[src/rail_seq_pkg.sv]
`default_nettype none
package rail_seq_pkg;
   // ------------------------------------------------------------------
   // register map
   // ------------------------------------------------------------------
   localparam logic [7:0] SUBADDR_SLOT_SW = 8'h25;
   localparam logic [7:0] SUBADDR_SLOT_GP = 8'h26;
   localparam logic [7:0] SUBADDR_UNLOCK = 8'h10;
   localparam logic [7:0] RESET_SLOT_SW = 8'h88;
   localparam logic [7:0] RESET_SLOT_GP = 8'h08;
   localparam int FIELD_W = 4;
   localparam int FIELD_HI_POS = 4;
   localparam int FIELD_LO_POS = 0;
   localparam int RAIL_COUNT = 4;

   // ------------------------------------------------------------------
   // step codes
   // ------------------------------------------------------------------
   localparam logic [3:0] STEP_FIRST = 4'h3;
   localparam logic [3:0] STEP_LAST = 4'ha;

   // a code outside the step range never matches any step
   function automatic logic step_hit(input logic [3:0] code, input logic [3:0] step);
      step_hit = (code >= STEP_FIRST) && (code <= STEP_LAST) && (code == step);
   endfunction

   function automatic logic code_sequenced(input logic [3:0] code);
      code_sequenced = (code >= STEP_FIRST) && (code <= STEP_LAST);
   endfunction
endpackage
`default_nettype wire

[src/rail_step_if.sv]
`default_nettype none
// step assignment fields and the current step, out to the matcher and back
interface rail_step_if;
   logic [3:0] field [4];
   logic [3:0] step;
   logic strobe;
   logic [3:0] hit;
   modport ask(output field, output step, output strobe, input hit);
   modport match(input field, input step, input strobe, output hit);
endinterface
`default_nettype wire

[src/rail_step_match.sv]
`default_nettype none
module rail_step_match (
   input wire logic clk,
   input wire logic rst_n,
   rail_step_if.match bus
);
   // ------------------------------------------------------------------
   // per rail step comparison
   // ------------------------------------------------------------------
   // purely combinational so a step strobe reaches the rail flops in one cycle
   always_comb begin
      for (int i = 0; i < rail_seq_pkg::RAIL_COUNT; i++) begin
         bus.hit[i] = bus.strobe && rail_seq_pkg::step_hit(bus.field[i], bus.step);
      end
   end
endmodule
`default_nettype wire

[src/rail_sequence_slot_regs.sv]
`default_nettype none
module rail_sequence_slot_regs #(
   parameter logic [6:0] TARGET_ADDR = 7'h2a,
   parameter logic [7:0] UNLOCK_KEY = 8'h5a
) (
   input wire logic clk,
   input wire logic rst_n,
   input wire logic scl_in,
   input wire logic sda_in,
   output logic sda_out,
   output logic sda_oe,
   input wire logic step_strobe,
   input wire logic [3:0] step_num,
   input wire logic seq_clear,
   output logic [3:0] rail_on
);
   typedef enum logic [3:0] {
      ST_IDLE, ST_ADDR, ST_ADDR_ACK, ST_SUB, ST_SUB_ACK, ST_WR, ST_WR_ACK, ST_RD, ST_RD_ACK
   } link_state_t;

   // ------------------------------------------------------------------
   // pin synchronisers
   // ------------------------------------------------------------------
   logic scl_m, scl_s, scl_q, sda_m, sda_s, sda_q;
   always_ff @(posedge clk) begin
      if (!rst_n) begin
         scl_m <= 1'b1;
         scl_s <= 1'b1;
         scl_q <= 1'b1;
         sda_m <= 1'b1;
         sda_s <= 1'b1;
         sda_q <= 1'b1;
      end else begin
         scl_m <= scl_in;
         scl_s <= scl_m;
         scl_q <= scl_s;
         sda_m <= sda_in;
         sda_s <= sda_m;
         sda_q <= sda_s;
      end
   end

   logic scl_rise, scl_fall, start_seen, stop_seen;
   // edges and bus conditions only from the second stage onward
   assign scl_rise = scl_s && !scl_q;
   assign scl_fall = !scl_s && scl_q;
   assign start_seen = scl_s && scl_q && sda_q && !sda_s;
   assign stop_seen = scl_s && scl_q && !sda_q && sda_s;

   // ------------------------------------------------------------------
   // state
   // ------------------------------------------------------------------
   link_state_t st, next_st;
   logic [3:0] cnt, next_cnt;
   logic [7:0] sh, next_sh;
   logic [7:0] ptr, next_ptr;
   logic rw, next_rw;
   logic nack, next_nack;
   logic next_oe;
   logic [7:0] slot_sw, next_slot_sw;
   logic [7:0] slot_gp, next_slot_gp;
   logic unlocked, next_unlocked;
   logic [3:0] next_rail_on;
   logic wr_fire;

   rail_step_if bus ();
   assign bus.field[0] = slot_sw[rail_seq_pkg::FIELD_HI_POS +: rail_seq_pkg::FIELD_W];
   assign bus.field[1] = slot_sw[rail_seq_pkg::FIELD_LO_POS +: rail_seq_pkg::FIELD_W];
   assign bus.field[2] = slot_gp[rail_seq_pkg::FIELD_LO_POS +: rail_seq_pkg::FIELD_W];
   assign bus.field[3] = slot_gp[rail_seq_pkg::FIELD_HI_POS +: rail_seq_pkg::FIELD_W];
   assign bus.step = step_num;
   assign bus.strobe = step_strobe;

   rail_step_match u_match (
      .clk(clk),
      .rst_n(rst_n),
      .bus(bus)
   );

   // unmapped subaddresses read as zero; the unlock address shows the latch
   function automatic logic [7:0] read_byte(input logic [7:0] a);
      if (a == rail_seq_pkg::SUBADDR_SLOT_SW) read_byte = slot_sw;
      else if (a == rail_seq_pkg::SUBADDR_SLOT_GP) read_byte = slot_gp;
      else if (a == rail_seq_pkg::SUBADDR_UNLOCK) read_byte = {7'h00, unlocked};
      else read_byte = 8'h00;
   endfunction

   // ------------------------------------------------------------------
   // next state: link, registers, rails
   // ------------------------------------------------------------------
   // data is sampled on scl rise and changed on scl fall, so the target
   // never moves sda while scl is high and cannot fake a start or stop
   always_comb begin
      next_st = st;
      next_cnt = cnt;
      next_sh = sh;
      next_ptr = ptr;
      next_rw = rw;
      next_nack = nack;
      next_oe = sda_oe;
      next_slot_sw = slot_sw;
      next_slot_gp = slot_gp;
      next_unlocked = unlocked;
      next_rail_on = rail_on;
      wr_fire = 1'b0;
      if (start_seen) begin
         next_st = ST_ADDR;
         next_cnt = 4'h0;
         next_oe = 1'b0;
      end else if (stop_seen) begin
         next_st = ST_IDLE;
         next_oe = 1'b0;
      end else begin
         case (st)
            ST_ADDR, ST_SUB, ST_WR: begin
               if (scl_rise) begin
                  next_sh = {sh[6:0], sda_s};
                  next_cnt = cnt + 4'h1;
               end else if (scl_fall && cnt == 4'h8) begin
                  next_cnt = 4'h0;
                  if (st == ST_ADDR) begin
                     if (sh[7:1] == TARGET_ADDR) begin
                        next_rw = sh[0];
                        next_oe = 1'b1;
                        next_st = ST_ADDR_ACK;
                     end else begin
                        next_st = ST_IDLE;
                     end
                  end else if (st == ST_SUB) begin
                     next_ptr = sh;
                     next_oe = 1'b1;
                     next_st = ST_SUB_ACK;
                  end else begin
                     wr_fire = 1'b1;
                     next_ptr = ptr + 8'h01;
                     next_oe = 1'b1;
                     next_st = ST_WR_ACK;
                  end
               end
            end
            ST_ADDR_ACK, ST_SUB_ACK, ST_WR_ACK: begin
               if (scl_fall) begin
                  next_oe = 1'b0;
                  if (st == ST_ADDR_ACK && rw) begin
                     next_sh = read_byte(ptr);
                     next_oe = !next_sh[7];
                     next_st = ST_RD;
                  end else if (st == ST_ADDR_ACK) begin
                     next_st = ST_SUB;
                  end else begin
                     next_st = ST_WR;
                  end
               end
            end
            ST_RD: begin
               if (scl_fall) begin
                  next_cnt = cnt + 4'h1;
                  if (cnt == 4'h7) begin
                     next_oe = 1'b0;
                     next_st = ST_RD_ACK;
                  end else begin
                     next_sh = {sh[6:0], 1'b1};
                     next_oe = !sh[6];
                  end
               end
            end
            ST_RD_ACK: begin
               if (scl_rise) begin
                  next_nack = sda_s;
               end else if (scl_fall) begin
                  if (nack) begin
                     next_st = ST_IDLE;
                  end else begin
                     next_ptr = ptr + 8'h01;
                     next_sh = read_byte(next_ptr);
                     next_oe = !next_sh[7];
                     next_cnt = 4'h0;
                     next_st = ST_RD;
                  end
               end
            end
            default: begin
               next_st = ST_IDLE;
            end
         endcase
      end
      // one unlock buys exactly one write; any other write relocks
      if (wr_fire) begin
         if (ptr == rail_seq_pkg::SUBADDR_UNLOCK && sh == UNLOCK_KEY) begin
            next_unlocked = 1'b1;
         end else begin
            next_unlocked = 1'b0;
            if (unlocked && ptr == rail_seq_pkg::SUBADDR_SLOT_SW) begin
               next_slot_sw = sh;
            end
            if (unlocked && ptr == rail_seq_pkg::SUBADDR_SLOT_GP) begin
               next_slot_gp = sh;
            end
         end
      end
      // a step hit wins over a clear in the same cycle
      for (int i = 0; i < rail_seq_pkg::RAIL_COUNT; i++) begin
         if (bus.hit[i]) next_rail_on[i] = 1'b1;
         else if (seq_clear) next_rail_on[i] = 1'b0;
      end
   end

   // ------------------------------------------------------------------
   // registers
   // ------------------------------------------------------------------
   always_ff @(posedge clk) begin
      if (!rst_n) begin
         st <= ST_IDLE;
         cnt <= 4'h0;
         sh <= 8'h00;
         ptr <= 8'h00;
         rw <= 1'b0;
         nack <= 1'b1;
         sda_oe <= 1'b0;
         sda_out <= 1'b0;
         slot_sw <= rail_seq_pkg::RESET_SLOT_SW;
         slot_gp <= rail_seq_pkg::RESET_SLOT_GP;
         unlocked <= 1'b0;
         rail_on <= 4'h0;
      end else begin
         st <= next_st;
         cnt <= next_cnt;
         sh <= next_sh;
         ptr <= next_ptr;
         rw <= next_rw;
         nack <= next_nack;
         sda_oe <= next_oe;
         sda_out <= 1'b0; // open drain: only ever pulls low
         slot_sw <= next_slot_sw;
         slot_gp <= next_slot_gp;
         unlocked <= next_unlocked;
         rail_on <= next_rail_on;
      end
   end
endmodule
`default_nettype wire

[config.mk]
export PLATFORM = sky130hd
export DESIGN_NAME = rail_sequence_slot_regs
export DESIGN_NICKNAME = d
export VERILOG_FILES = /design/src/rail_seq_pkg.sv /design/src/rail_step_if.sv /design/src/rail_step_match.sv /design/src/rail_sequence_slot_regs.sv
export SDC_FILE = /design/constraint.sdc
export NUM_CORES = 1
export LEC_CHECK = 0
export BUFFER_PORTS_ARGS = -buffer_cell sky130_fd_sc_hd__buf_2
export CAP_MARGIN = 20
export CORE_MARGIN = 1.5
export CORE_UTILIZATION = 58
export CTS_BUF_LIST = sky130_fd_sc_hd__clkbuf_16
export DETAILED_ROUTE_END_ITERATION = 6
export PLACE_DENSITY = 0.78
export SLEW_MARGIN = 20
export SYNTH_ARGS = -nofsm -noshare
export SYNTH_HDL_FRONTEND = slang
export SYNTH_HIERARCHICAL = 1
export SYNTH_SLANG_ARGS = --single-unit
[constraint.sdc]
create_clock -name clk -period 6.2 [get_ports clk]
set_clock_uncertainty 0.1 [all_clocks]
set_input_delay 1.24 -clock clk [delete_from_list [all_inputs] [get_ports clk]]
set_output_delay 1.24 -clock clk [all_outputs]
set_load 0.03 [all_outputs]
* After elaboration in Yosys (flattened, before gate mapping)
Index checks and enable logic that the tools add are counted.
** Word-level totals
- Bits in registers :: 54
** Operators by class
- Add/subtract/negate cells :: 2
- Magnitude comparators :: 8
- Eq/ne operators :: 43
- Muxes and demuxes :: 82
- Bitwise logic cells :: 5
- Reductions and logical operators :: 52
** Operators with widths (number)
- 8-bit two-way mux :: 30
- 4-bit two-way mux :: 14
- 8-bit by 6-bit equality test with 1-bit output (second input constant) :: 4
- 8-bit case mux with 4 select lines :: 1
- 1-bit two-way mux :: 28
- 4-bit != test (second input constant) :: 7
- 7-bit AND reduction :: 4
- 1-bit logical AND :: 24
- 2-bit != test (second input constant) :: 12
- 4-bit by 3-bit equality test with 1-bit output (second input constant) :: 5
- 9-bit AND reduction :: 2
- 4-bit equality test :: 4
- 8-bit by 5-bit equality test with 1-bit output (second input constant) :: 2
- 4-bit by 2-bit greater-or-equal comparator with 1-bit output (second input constant) :: 4
- 4-bit <= comparator (second input constant) :: 4
- 4-bit case mux with 4 select lines :: 1
- 8-bit case mux with 2 select lines :: 1
- 4-bit case mux with 3 select lines :: 1
- 11-bit AND reduction :: 1
- 2-bit nonzero test :: 5
- 3-bit two-way mux :: 3
- 3-bit OR reduction :: 3
- 8-bit by 1-bit adder with 8-bit output (second input constant) :: 1
- 4-bit by 2-bit equality test with 1-bit output (second input constant) :: 2
- other kinds (15) :: 29

* Logic depth before layout (Yosys ltp)
Gate-level depths: netlist of run 1.
- Depth after elaboration :: 16
- Mapped depth :: 9

* By module
The synthesis of run 1 kept the hierarchy.
** By module, submodules not included
- rail_sequence_slot_regs :: instances 1, cells an instance 413, area an instance 3310.7 µm², seq. area each 1081.0 µm²
- rail_step_match :: instances 1, cells an instance 35, area an instance 230.2 µm², seq. area each 0.0 µm²

* Least setup slack after synthesis of run 1
OpenSTA, ideal clock, no wires.
- Path type :: register -> register
- Start point :: reg sh[6]
- End point :: reg sda_oe
- Library setup time :: 136 ps
- Arrival time :: 2006 ps
- Path slack :: 3958 ps
- Stages on the path, launching flop included :: 7
- Buffers on the path :: 0
- Period minus slack after synthesis :: 2242 ps
- Cells stage by stage :: dfxtp_1 -> inv_1 -> or4b_4 -> or4b_4 -> a311o_1 -> nor3_1 -> a211oi_1
** Between the ends
- Cells in the longest elaborated chain, start to end :: 4
- Elaborated cells between the ends (all ways) :: 7
** Ends and longest elaborated chain
- start: declaration :: RTL line rail_sequence_slot_regs.sv:55 : logic [7:0] sh, next_sh;
- start signal: assignment :: RTL line rail_sequence_slot_regs.sv:228 : sh <= next_sh;
- branches (longest 4 deep; another with 9-bit AND reduction)
- end signal: assignment :: RTL line rail_sequence_slot_regs.sv:232 : sda_oe <= next_oe;
- end: declaration :: RTL line rail_sequence_slot_regs.sv:11 : output logic sda_oe,
Several ways; the timed one is not identified. The select of a mux whose other input is x is not followed.
A chain may end at the register's enable or synchronous reset.

* Final worst setup path of run 1
- Start point :: reg st[0]
- End point :: reg ptr[4]
** Between the ends
- Cells in the longest elaborated chain, start to end :: 6
- Elaborated cells between the ends (all ways) :: 18
** Ends and longest elaborated chain
- start: declaration :: RTL line rail_sequence_slot_regs.sv:53 : link_state_t st, next_st;
- start signal: assignment :: RTL line rail_sequence_slot_regs.sv:226 : st <= next_st;
- 4-bit by 2-bit equality test with 1-bit output :: RTL line rail_sequence_slot_regs.sv:114, rail_sequence_slot_regs.sv:129
- 8-bit two-way mux :: RTL line rail_sequence_slot_regs.sv:129 : end else if (st == ST_SUB) begin
- 8-bit two-way mux :: RTL line rail_sequence_slot_regs.sv:121 : if (st == ST_ADDR) begin
- 8-bit two-way mux :: RTL line rail_sequence_slot_regs.sv:119 : end else if (scl_fall && cnt == 4'h8) begin
- 8-bit two-way mux :: RTL line rail_sequence_slot_regs.sv:116 : if (scl_rise) begin
- 8-bit case mux with 2 select lines :: RTL line rail_sequence_slot_regs.sv:114 : case (st)
- end signal: assignment :: RTL line rail_sequence_slot_regs.sv:229 : ptr <= next_ptr;
- end: declaration :: RTL line rail_sequence_slot_regs.sv:56 : logic [7:0] ptr, next_ptr;
Several ways; a longest one is shown, not always the timed one. The select of a mux whose other input is x is not followed.

==> results of run 1 <==
report_power, final:
group | switching [uW] | internal, uW
clock | 129 | 230
sequential | 68.5 | 374
combinational | 215 | 160
total | 413 | 764
per-layer routing:
| layer | global-route usage | vias to the layer above | part of all wire |
|---|---|---|---|
| met4 | 0.08793 | 0 | 0.014 |
| met5 | 0 | - | 0 |
| met2 | 0.4400 | 132 | 0.46 |
| li1 | - | 1584 | - |
| met3 | 0.05169 | 15 | 0.073 |
| met1 | 0.3938 | 1579 | 0.46 |
state kept, by name (all words and copies together) (netlist names):
| name | flops |
|---|---|
| st | 4 |
| sh | 8 |
| sda_oe | 1 |
| rw | 1 |
| sda_m | 1 |
| scl_m | 1 |
| sda_q | 1 |
| scl_q | 1 |
| rail_on | 4 |
| scl_s | 1 |
| sda_s | 1 |
| nack | 1 |
| unlocked | 1 |
| slot_sw | 8 |
| cnt | 4 |
| ptr | 8 |
| slot_gp | 8 |
final cells by class:
| type | count | area, um^2 | share of cell area |
|---|---|---|---|
| Clock buffer | 5 | 125.1 | 0.03298 |
| Inverter | 11 | 41.29 | 0.01088 |
| Multi-Input combinational cell | 354 | 2303 | 0.6072 |
| Clock inverter | 3 | 63.81 | 0.01682 |
| Tap cell | 75 | 93.84 | 0.02474 |
| Sequential cell | 54 | 1081 | 0.2850 |
| Timing Repair Buffer | 16 | 85.08 | 0.02243 |
path summary, 6_finish.rpt:
path	start	end	slack, ns	cells after the start
max reg2reg	st[0]$_SDFFE_PN0P_	ptr[4]$_SDFFE_PN0P_	3.02	6
min reg2reg	sda_m$_SDFF_PN1_	sda_s$_SDFF_PN1_	0.31	1
min	sda_m$_SDFF_PN1_	sda_s$_SDFF_PN1_	0.31	1
max	st[0]$_SDFFE_PN0P_	ptr[4]$_SDFFE_PN0P_	3.02	6
cell families (layout without fill, tap and decap cells):
group,count (synthesis),after routing,share of synthesized area
simple gates,193,193,0.2915
xor+xnor,17,17,0.04205
fa+ha+maj,8,8,0.02827
compound gates,101,101,0.1876
other cells,1,1,0.001059
buf+inv,40,35,0.04558
flops,54,54,0.3053
mux,34,34,0.09859
critical path: cells and delay by family (launching register included):
kind            cells  cell delay, ns
flops               1            0.59
simple gates        4            2.03
compound gates      2            0.38
synth_stat cells, types with 3 or more instances:
library cell / count
a21oi_1: 31
nor3_1: 10
clkbuf_1: 22
o22ai_1: 3
nand3b_1: 6
a21boi_0: 5
nand2b_1: 20
a31oi_1: 6
mux2_2: 7
o311a_1: 8
nand3_1: 13
nor2_1: 49
o21ai_0: 23
or3_1: 8
inv_1: 11
a211oi_1: 4
nor3b_1: 9
nand4_1: 4
nor2b_1: 14
and3_1: 6
buf_2: 4
and2_1: 3
nand2_1: 38
ha_1: 8
mux2i_1: 27
xnor2_1: 17
dfxtp_1: 54
stage by stage:
| step | hold slack, ns | setup slack (ns) | std cells |
|---|---|---|---|
| after detailed placement | 0.2928 | 3.060 | 510 |
| after global placement | 0.2884 | 3.211 | 510 |
| after floorplan | 0.2863 | 3.958 | 448 |
| after global routing | 0.3209 | 2.707 | 518 |
| after CTS | 0.3089 | 3.041 | 518 |
| final | 0.3084 | 3.024 | 518 |
==> flow_summary.ini, run 1 <==
[worst_setup_path]
max_stage_delay_ns = 0.91
cpMaxStageDelayCell = nor3b_2
worstSetupPathType = flip-flop to flip-flop
cp-start-kind = flip-flop
end_kind = flip-flop
worstPathRequired_ns = 6.32
crit_arrival_ns = 3.30
cp_cell_sequence = nand2b_1 > nor3b_2 > nor3b_1 > nor3_1 > o21ai_0 > a21boi_0
worstPathMaxFanout = 20

[timing]
period_share = 0.5123
slew_headroom = 0.2732
finalSetupViolCount = 0
rsz0062_at_grt = false
tns_ns = 0
tightestPinTransition_ns = 1.085
maxSlewViolCount = 0
min_period_ns = 3.176
fmax_mhz = 314.8
finalHoldViolations = 0

[logic_synthesis]
syn-cell-area_um2 = 3541
synth-async-reset-ratio = 0
synth_ff_type = dfxtp_1
synthDistinctLibCells = 57
synth_seq_area_share = 0.3053
yosys.area.top_type = dfxtp_1
yosysTopAreaCellShare = 0.3053
synthCells = 448
avgSynthCellArea_um2 = 7.904
synth_area_leaders = dfxtp_1 (31%), mux2i_1 (7.6%), nor2_1 (5.2%)
synth_edf_count = 0
yosysWarnings = 6
synthesis.nets = 466
synth-seq-cells = 54

[clock_network]
cts.path.max_buffers = 2
clkSinkCount = 54
cts_inserted_buffers = 5
cts_hold_buf = 0
insertion_delay_ns = 0.29
cts_resized = 0
post_cts_buffers = 0
cts.htree.levels = 2
tritoncts = done
path_clk_slew_ns = 0.07
cts-root-buf = clkbuf_16

[global_routing]
gr-total-overflow = 0
grt_pass1_wl_mm = 14.30
grt_pass1_vias = 2843
grt_max_degree = 34
grtUsageTotal = 0.2822
antenna_found_initial = 0

[floorplanning]
start_util = 0.5981
die_y_um = 81.14
pin_count = 16
dieWidth_um = 81.14
num_rows = 28
fp.coreArea_um2 = 5921
fp.dieArea_um2 = 6583

[power_and_ir_drop]
worst_ir_drop_vdd_uv = 266.1
power.density_nw_per_um2 = 310.2
p_leak_uw = 0.001501
power.total_uw = 1177

[placed_design]
placed_cell_area_um2 = 3605
dp_hpwl_mm = 6.012
port_buffers = 14
gp_congestion = 0.9612

[final_layout]
layout_common_cells = dfxtp_1 (54), nor2_1 (49), nand2_1 (38)
area_delta_synth_final_pct = 7.138
final_common_cell = dfxtp_1
fillerInstances = 492
drive_gt1_frac = 0.08804
fin_util = 0.6407
diodes = 0
design_area_um2 = 3794
nets = 460

[routing]
drtIter0Drc = 306
dr.pass1.iters = 5
vias = 3310
drc = 0
postRouteAntennaNets = 0
vias_per_cell = 6.390
routed_wl_mm = 8.849
avgRoutedWirePerCell_um = 17.08

[worst_hold_path]
hp-class = flip-flop to flip-flop

[status]
status = finished, final reports clean

[run]
cap_violations = 0
No activity file was read; power rests on OpenSTA's default activity.
==> inputs of run 2 (changes only) <==
ABC_AREA = 1   (was not set)
CORE_UTILIZATION = 56   (was 58)
clock period = 2.9 ns   (was 6.2 ns; I/O delays follow)
==> flow_summary.ini, run 2 <==
[final_layout]
nets = 617
layout_common_cells = nand2_1 (157), nor2_1 (88), inv_1 (72)
diodes = 0
multiInputGateArea_um2 = 2236
design_area_um2 = 3949
final_common_cell = nand2_1
fillerInstances = 606
fin_util = 0.6183
area_delta_synth_final_pct = 6.227
regArea_um2 = 1081
drive_gt1_frac = 0.1219

[clock_network]
cts_inserted_buffers = 5
post_cts_buffers = 0
cts_resized = 0
insertion_delay_ns = 0.29
cts.htree.levels = 2
clkSinkCount = 54
tritoncts = done
cts-root-buf = clkbuf_16
cts_hold_buf = 0
cts.path.max_buffers = 2
path_clk_slew_ns = 0.07

[timing]
finalSetupViolCount = 0
rsz0062_at_grt = false
period_share = 0.7947
tightestPinTransition_ns = 0.7274
min_period_ns = 2.305
tns_ns = 0
slew_headroom = 0.5124
finalHoldViolations = 0
fmax_mhz = 433.9
fin_ws_ns = 0.5954
worst_hold_slack_ns = 0.3233
maxSlewViolCount = 0

[floorplanning]
num_rows = 29
fp.coreArea_um2 = 6386
fp.dieArea_um2 = 7136
start_util = 0.5821
dieWidth_um = 84.48
die_y_um = 84.48
pin_count = 16

[placed_design]
dp_hpwl_mm = 7.143
port_buffers = 14
placed_cell_area_um2 = 3809
place_ws_ns = 0.6578
gp_congestion = 0.9776

[routing]
postRouteAntennaNets = 0
dr.pass1.iters = 5
drc = 0
vias_per_cell = 5.538
avgRoutedWirePerCell_um = 13.71
vias = 3744
routed_wl_mm = 9.270
drtIter0Drc = 284

[worst_setup_path]
crit_arrival_ns = 2.43
worstSetupPathType = flip-flop to flip-flop
crit_path_frequent_cell = inv_1
cp_cell_sequence = inv_1 > ha_1 > inv_1 > nor2_1 > nand2_1 > nor3_2 > o21ai_0 > a21oi_1
max_stage_delay_ns = 0.69
worstPathRequired_ns = 3.02
cp-start-kind = flip-flop
worstPathMaxFanout = 16
cpMaxStageDelayCell = nor3_2
end_kind = flip-flop

[status]
status = finished, final reports clean

[logic_synthesis]
synth_seq_area_share = 0.2908
synth_ff_type = dfxtp_1
yosysWarnings = 6
avgSynthCellArea_um2 = 6.301
syn-cell-area_um2 = 3717
synthCells = 590
yosysTopAreaCellShare = 0.2908
synth_edf_count = 0
synth-seq-cells = 54
synth.most_common_cell = nand2_1
synthesis.nets = 608
synth-async-reset-ratio = 0
yosys.area.top_type = dfxtp_1
synth_common_cells = nand2_1 (157), nor2_1 (88), inv_1 (72)
synthDistinctLibCells = 47
synth_area_leaders = dfxtp_1 (29%), nand2_1 (16%), nor2_1 (8.9%)

[global_routing]
grt_pass1_vias = 3531
grt_pass1_wl_mm = 15.70
grtUsageTotal = 0.2682
gr-total-overflow = 0
grt_max_degree = 25
antenna_found_initial = 0

[run]
cap_violations = 0

[power_and_ir_drop]
power.density_nw_per_um2 = 614.5
p_leak_uw = 0.001778
worst_ir_drop_vdd_uv = 351.0

[worst_hold_path]
hp-class = flip-flop to flip-flop
[run 2: path summary, 6_finish.rpt]
path | startpoint | to | slack [ns] | cells past startpoint
worst max-delay path | ptr[1]$_SDFFE_PN0P_ | slot_sw[5]$_SDFFE_PN0P_ | 0.60 | 8
worst min-delay path | scl_m$_SDFF_PN1_ | scl_s$_SDFF_PN1_ | 0.32 | 1
worst max register to register | ptr[1]$_SDFFE_PN0P_ | slot_sw[5]$_SDFFE_PN0P_ | 0.60 | 8
worst min register to register | scl_m$_SDFF_PN1_ | scl_s$_SDFF_PN1_ | 0.32 | 1
[run 2: routing by layer]
metal / share of wire / up-vias / global-route usage / wire (um)
met5: 0 / - / 0 / 0
met4: 0.037 / 0 / 0.1085 / 342
met3: 0.061 / 34 / 0.02852 / 563
met2: 0.49 / 139 / 0.4909 / 4524
met1: 0.41 / 1664 / 0.3197 / 3840
li1: - / 1907 / - / -
[run 2: cell type report]
| class | instances | area share |
|---|---|---|
| clock buffer | 5 | 0.03169 |
| clock inverter | 2 | 0.003802 |
| inverter | 82 | 0.07858 |
| multi-input combinational | 440 | 0.5662 |
| sequential | 54 | 0.2738 |
| tap | 77 | 0.02440 |
| timing repair buffer | 16 | 0.02155 |
[run 2: report_power, final]
part / total (uW) / switching [uW] / internal, uW
combinational: 894 / 608 / 286
sequential: 954 / 122 / 831
clock: 578 / 263 / 315
total: 2430 / 994 / 1430
[run 2: per-stage QoR]
step | total power [uW] | cells
2_1_floorplan | 1679 | 590
3_3_place_gp | 1824 | 669
3_5_place_dp | 1852 | 669
4_1_cts | 2428 | 676
5_1_grt | 2591 | 676
6_report | 2427 | 676
[run 2: logic make-up (layout without fill, tap and decap cells)]
kind of cell | after synthesis | after routing | synth area share
other | 1 | 1 | 0.001009
xor gates and xnor gates | 2 | 2 | 0.004713
DFF | 54 | 54 | 0.2908
adders and majority gates | 8 | 8 | 0.02693
AOI/OAI and AO/OA | 113 | 113 | 0.1733
and+or+nand+nor | 316 | 316 | 0.3955
buffers and inverters | 96 | 105 | 0.1077
[run 2: critical path: cells and delay by family, from the launching register on]
family | cells | cell delay, ns
simple gates | 3 | 1.09
flops | 1 | 0.38
compound gates | 2 | 0.32
buf+inv | 2 | 0.19
fa+ha+maj | 1 | 0.15
==> inputs of run 3 (changes only) <==
CORE_UTILIZATION = 58   (was 56)
clock period = 2.15 ns   (was 2.9 ns; I/O delays follow)
==> flow_summary.ini, run 3 (synthesized netlist as in run 2, its figures left out) <==
[global_routing]
gr-total-overflow = 0
grtUsageTotal = 0.2915
grt_pass1_wl_mm = 16.43
grt_pass1_vias = 3456
grt_max_degree = 25
antenna_found_initial = 0

[worst_setup_path]
cp.buffers_inverters = 0
crit_arrival_ns = 2.12
rr_worst_depth = 9
crit_start = ptr[0]$_SDFFE_PN0P_
r2r_slack_ns = 0.11
worstSetupPathType = flip-flop to flip-flop
worstPathMaxFanout = 8
worstPathRequired_ns = 2.24
reg2reg_to = sda_oe$_SDFFE_PP0P_
r2r_start = ptr[0]$_SDFFE_PN0P_
cp_cell_sequence = ha_1 > nand3_2 > xor2_2 > nor2_4 > nand3_4 > o21ai_1 > o21ai_0 > nand2_1 > a21oi_1
max_stage_delay_ns = 0.40
endpoint = sda_oe$_SDFFE_PP0P_
cpMaxStageDelayCell = dfxtp_2
cp-start-kind = flip-flop
cp.depth = 9
crit_family = simple AND/OR/NAND/NOR gates
end_kind = flip-flop

[timing]
period_share = 0.9470
min_period_ns = 2.036
finalSetupViolCount = 0
fmax_mhz = 491.2
maxSlewViolCount = 0
fin_ws_ns = 0.1140
finalHoldViolations = 0

[floorplanning]
dieWidth_um = 83.06
pin_count = 16
num_rows = 28
fp.coreArea_um2 = 6061
start_util = 0.6133
die_y_um = 83.06
fp.dieArea_um2 = 6898

[final_layout]
area_delta_synth_final_pct = 9.761
layout_common_cells = nand2_1 (155), nor2_1 (86), inv_1 (73)
drive_gt1_frac = 0.1574
nets = 627
finalNonFillerCells = 685
diodes = 0
final_common_cell = nand2_1
fin_util = 0.6732

[power_and_ir_drop]
switchingPower_uw = 1436
pwr-share-seq = 0.375
power.density_nw_per_um2 = 840.1
clkPwrFrac = 0.232
p_int_uw = 1992
swShare = 0.4189
pwr-share-comb = 0.393
p_leak_uw = 0.001845
worst_ir_drop_vdd_uv = 606.5

[routing]
postRouteAntennaNets = 0
drtIter0Drc = 337
avgRoutedWirePerCell_um = 14.77
dr.pass1.iters = 5
drc = 0
vias = 3884
routed_wl_mm = 10.12
vias_per_cell = 5.670

[clock_network]
cts-root-buf = clkbuf_16
insertion_delay_ns = 0.29
clkSinkCount = 54
path_clk_slew_ns = 0.07
cts_inserted_buffers = 5
cts.htree.levels = 2
tritoncts = done
cts_hold_buf = 0
cts.path.max_buffers = 2

[placed_design]
gp_congestion = 0.9896
port_buffers = 14
place_ws_ns = 0.02936
placed_cells = 675
dp_hpwl_mm = 7.439

[worst_hold_path]
hp-class = input pin to flip-flop

[run]
cap_violations = 0

[status]
status = finished, final reports clean
[run 3: cell count changes in the layout (fill, tap and decap cells not counted), sizes merged]
cell / change
buf: +9
clkinvlp: -2
inv: +2
clkinv: +1
nor2: +1
[run 3: power groups by stage]
stage               clock, uW  combinational, uW  sequential (uW)
floorplan                   0               1000             1260
global placement            0               1210             1290
detailed placement          0               1230             1290
CTS                       809               1240             1270
global route              847               1480             1300
finish                    794               1350             1290
[run 3: stage by stage]
| step | hold slack [ns] | total power (uW) | TNS (ns) | instance area (um^2) |
|---|---|---|---|---|
| after detailed placement | 0.3144 | 2526 | 0 | 3866 |
| after global placement | 0.2955 | 2494 | 0 | 3866 |
| after CTS | 0.2109 | 3321 | 0 | 4008 |
| after floorplan | 0.2925 | 2264 | 0 | 3717 |
| after global routing | 0.2046 | 3631 | -0.002423 | 4080 |
| final | 0.2152 | 3428 | 0 | 4080 |
[run 3: worst reg2reg max path: stages (launching register included)]
cell     delay, ns
dfxtp_2       0.40
ha_1          0.24
nand3_2       0.15
xor2_2        0.21
nor2_4        0.24
nand3_4       0.16
o21ai_1       0.17
o21ai_0       0.12
nand2_1       0.08
a21oi_1       0.06
[run 3: per-layer routing]
metal,share of wire,routed length [um],vias up,GRT usage
met5,0,0,-,0
met4,0.022,226,0,0.1076
met3,0.078,786,22,0.04076
met2,0.44,4467,169,0.4501
met1,0.46,4640,1760,0.4140
li1,-,-,1933,-
[run 3: area by class of cell]
type / count / area, um^2
flip-flops and latches: 54 / 1087
clock inverters: 3 / 16.27
well taps: 75 / 93.84
fillers: 552 / 1981
repair buffers: 25 / 156.4
multi-input cells: 441 / 2288
inverters: 82 / 312.8
clock buffers: 5 / 125.1
[run 3: worst min-delay path by stage]
stage / startpoint / end / slack [ns] / cells after the start
finish: sda_in / sda_m$_SDFF_PN1_ / 0.22 / 2
detailed placement: sda_m$_SDFF_PN1_ / sda_s$_SDFF_PN1_ / 0.31 / 1
CTS: sda_in / sda_m$_SDFF_PN1_ / 0.21 / 2
floorplan: scl_m$_SDFF_PN1_ / scl_s$_SDFF_PN1_ / 0.29 / 1
global route: sda_in / sda_m$_SDFF_PN1_ / 0.20 / 2
global placement: scl_m$_SDFF_PN1_ / scl_s$_SDFF_PN1_ / 0.30 / 1
[run 3: repair_timing]
item                                    4_1_cts  5_1_grt
endpoints found under the setup margin        0       24
resized for setup                             0       17
setup buffers                                 0        1
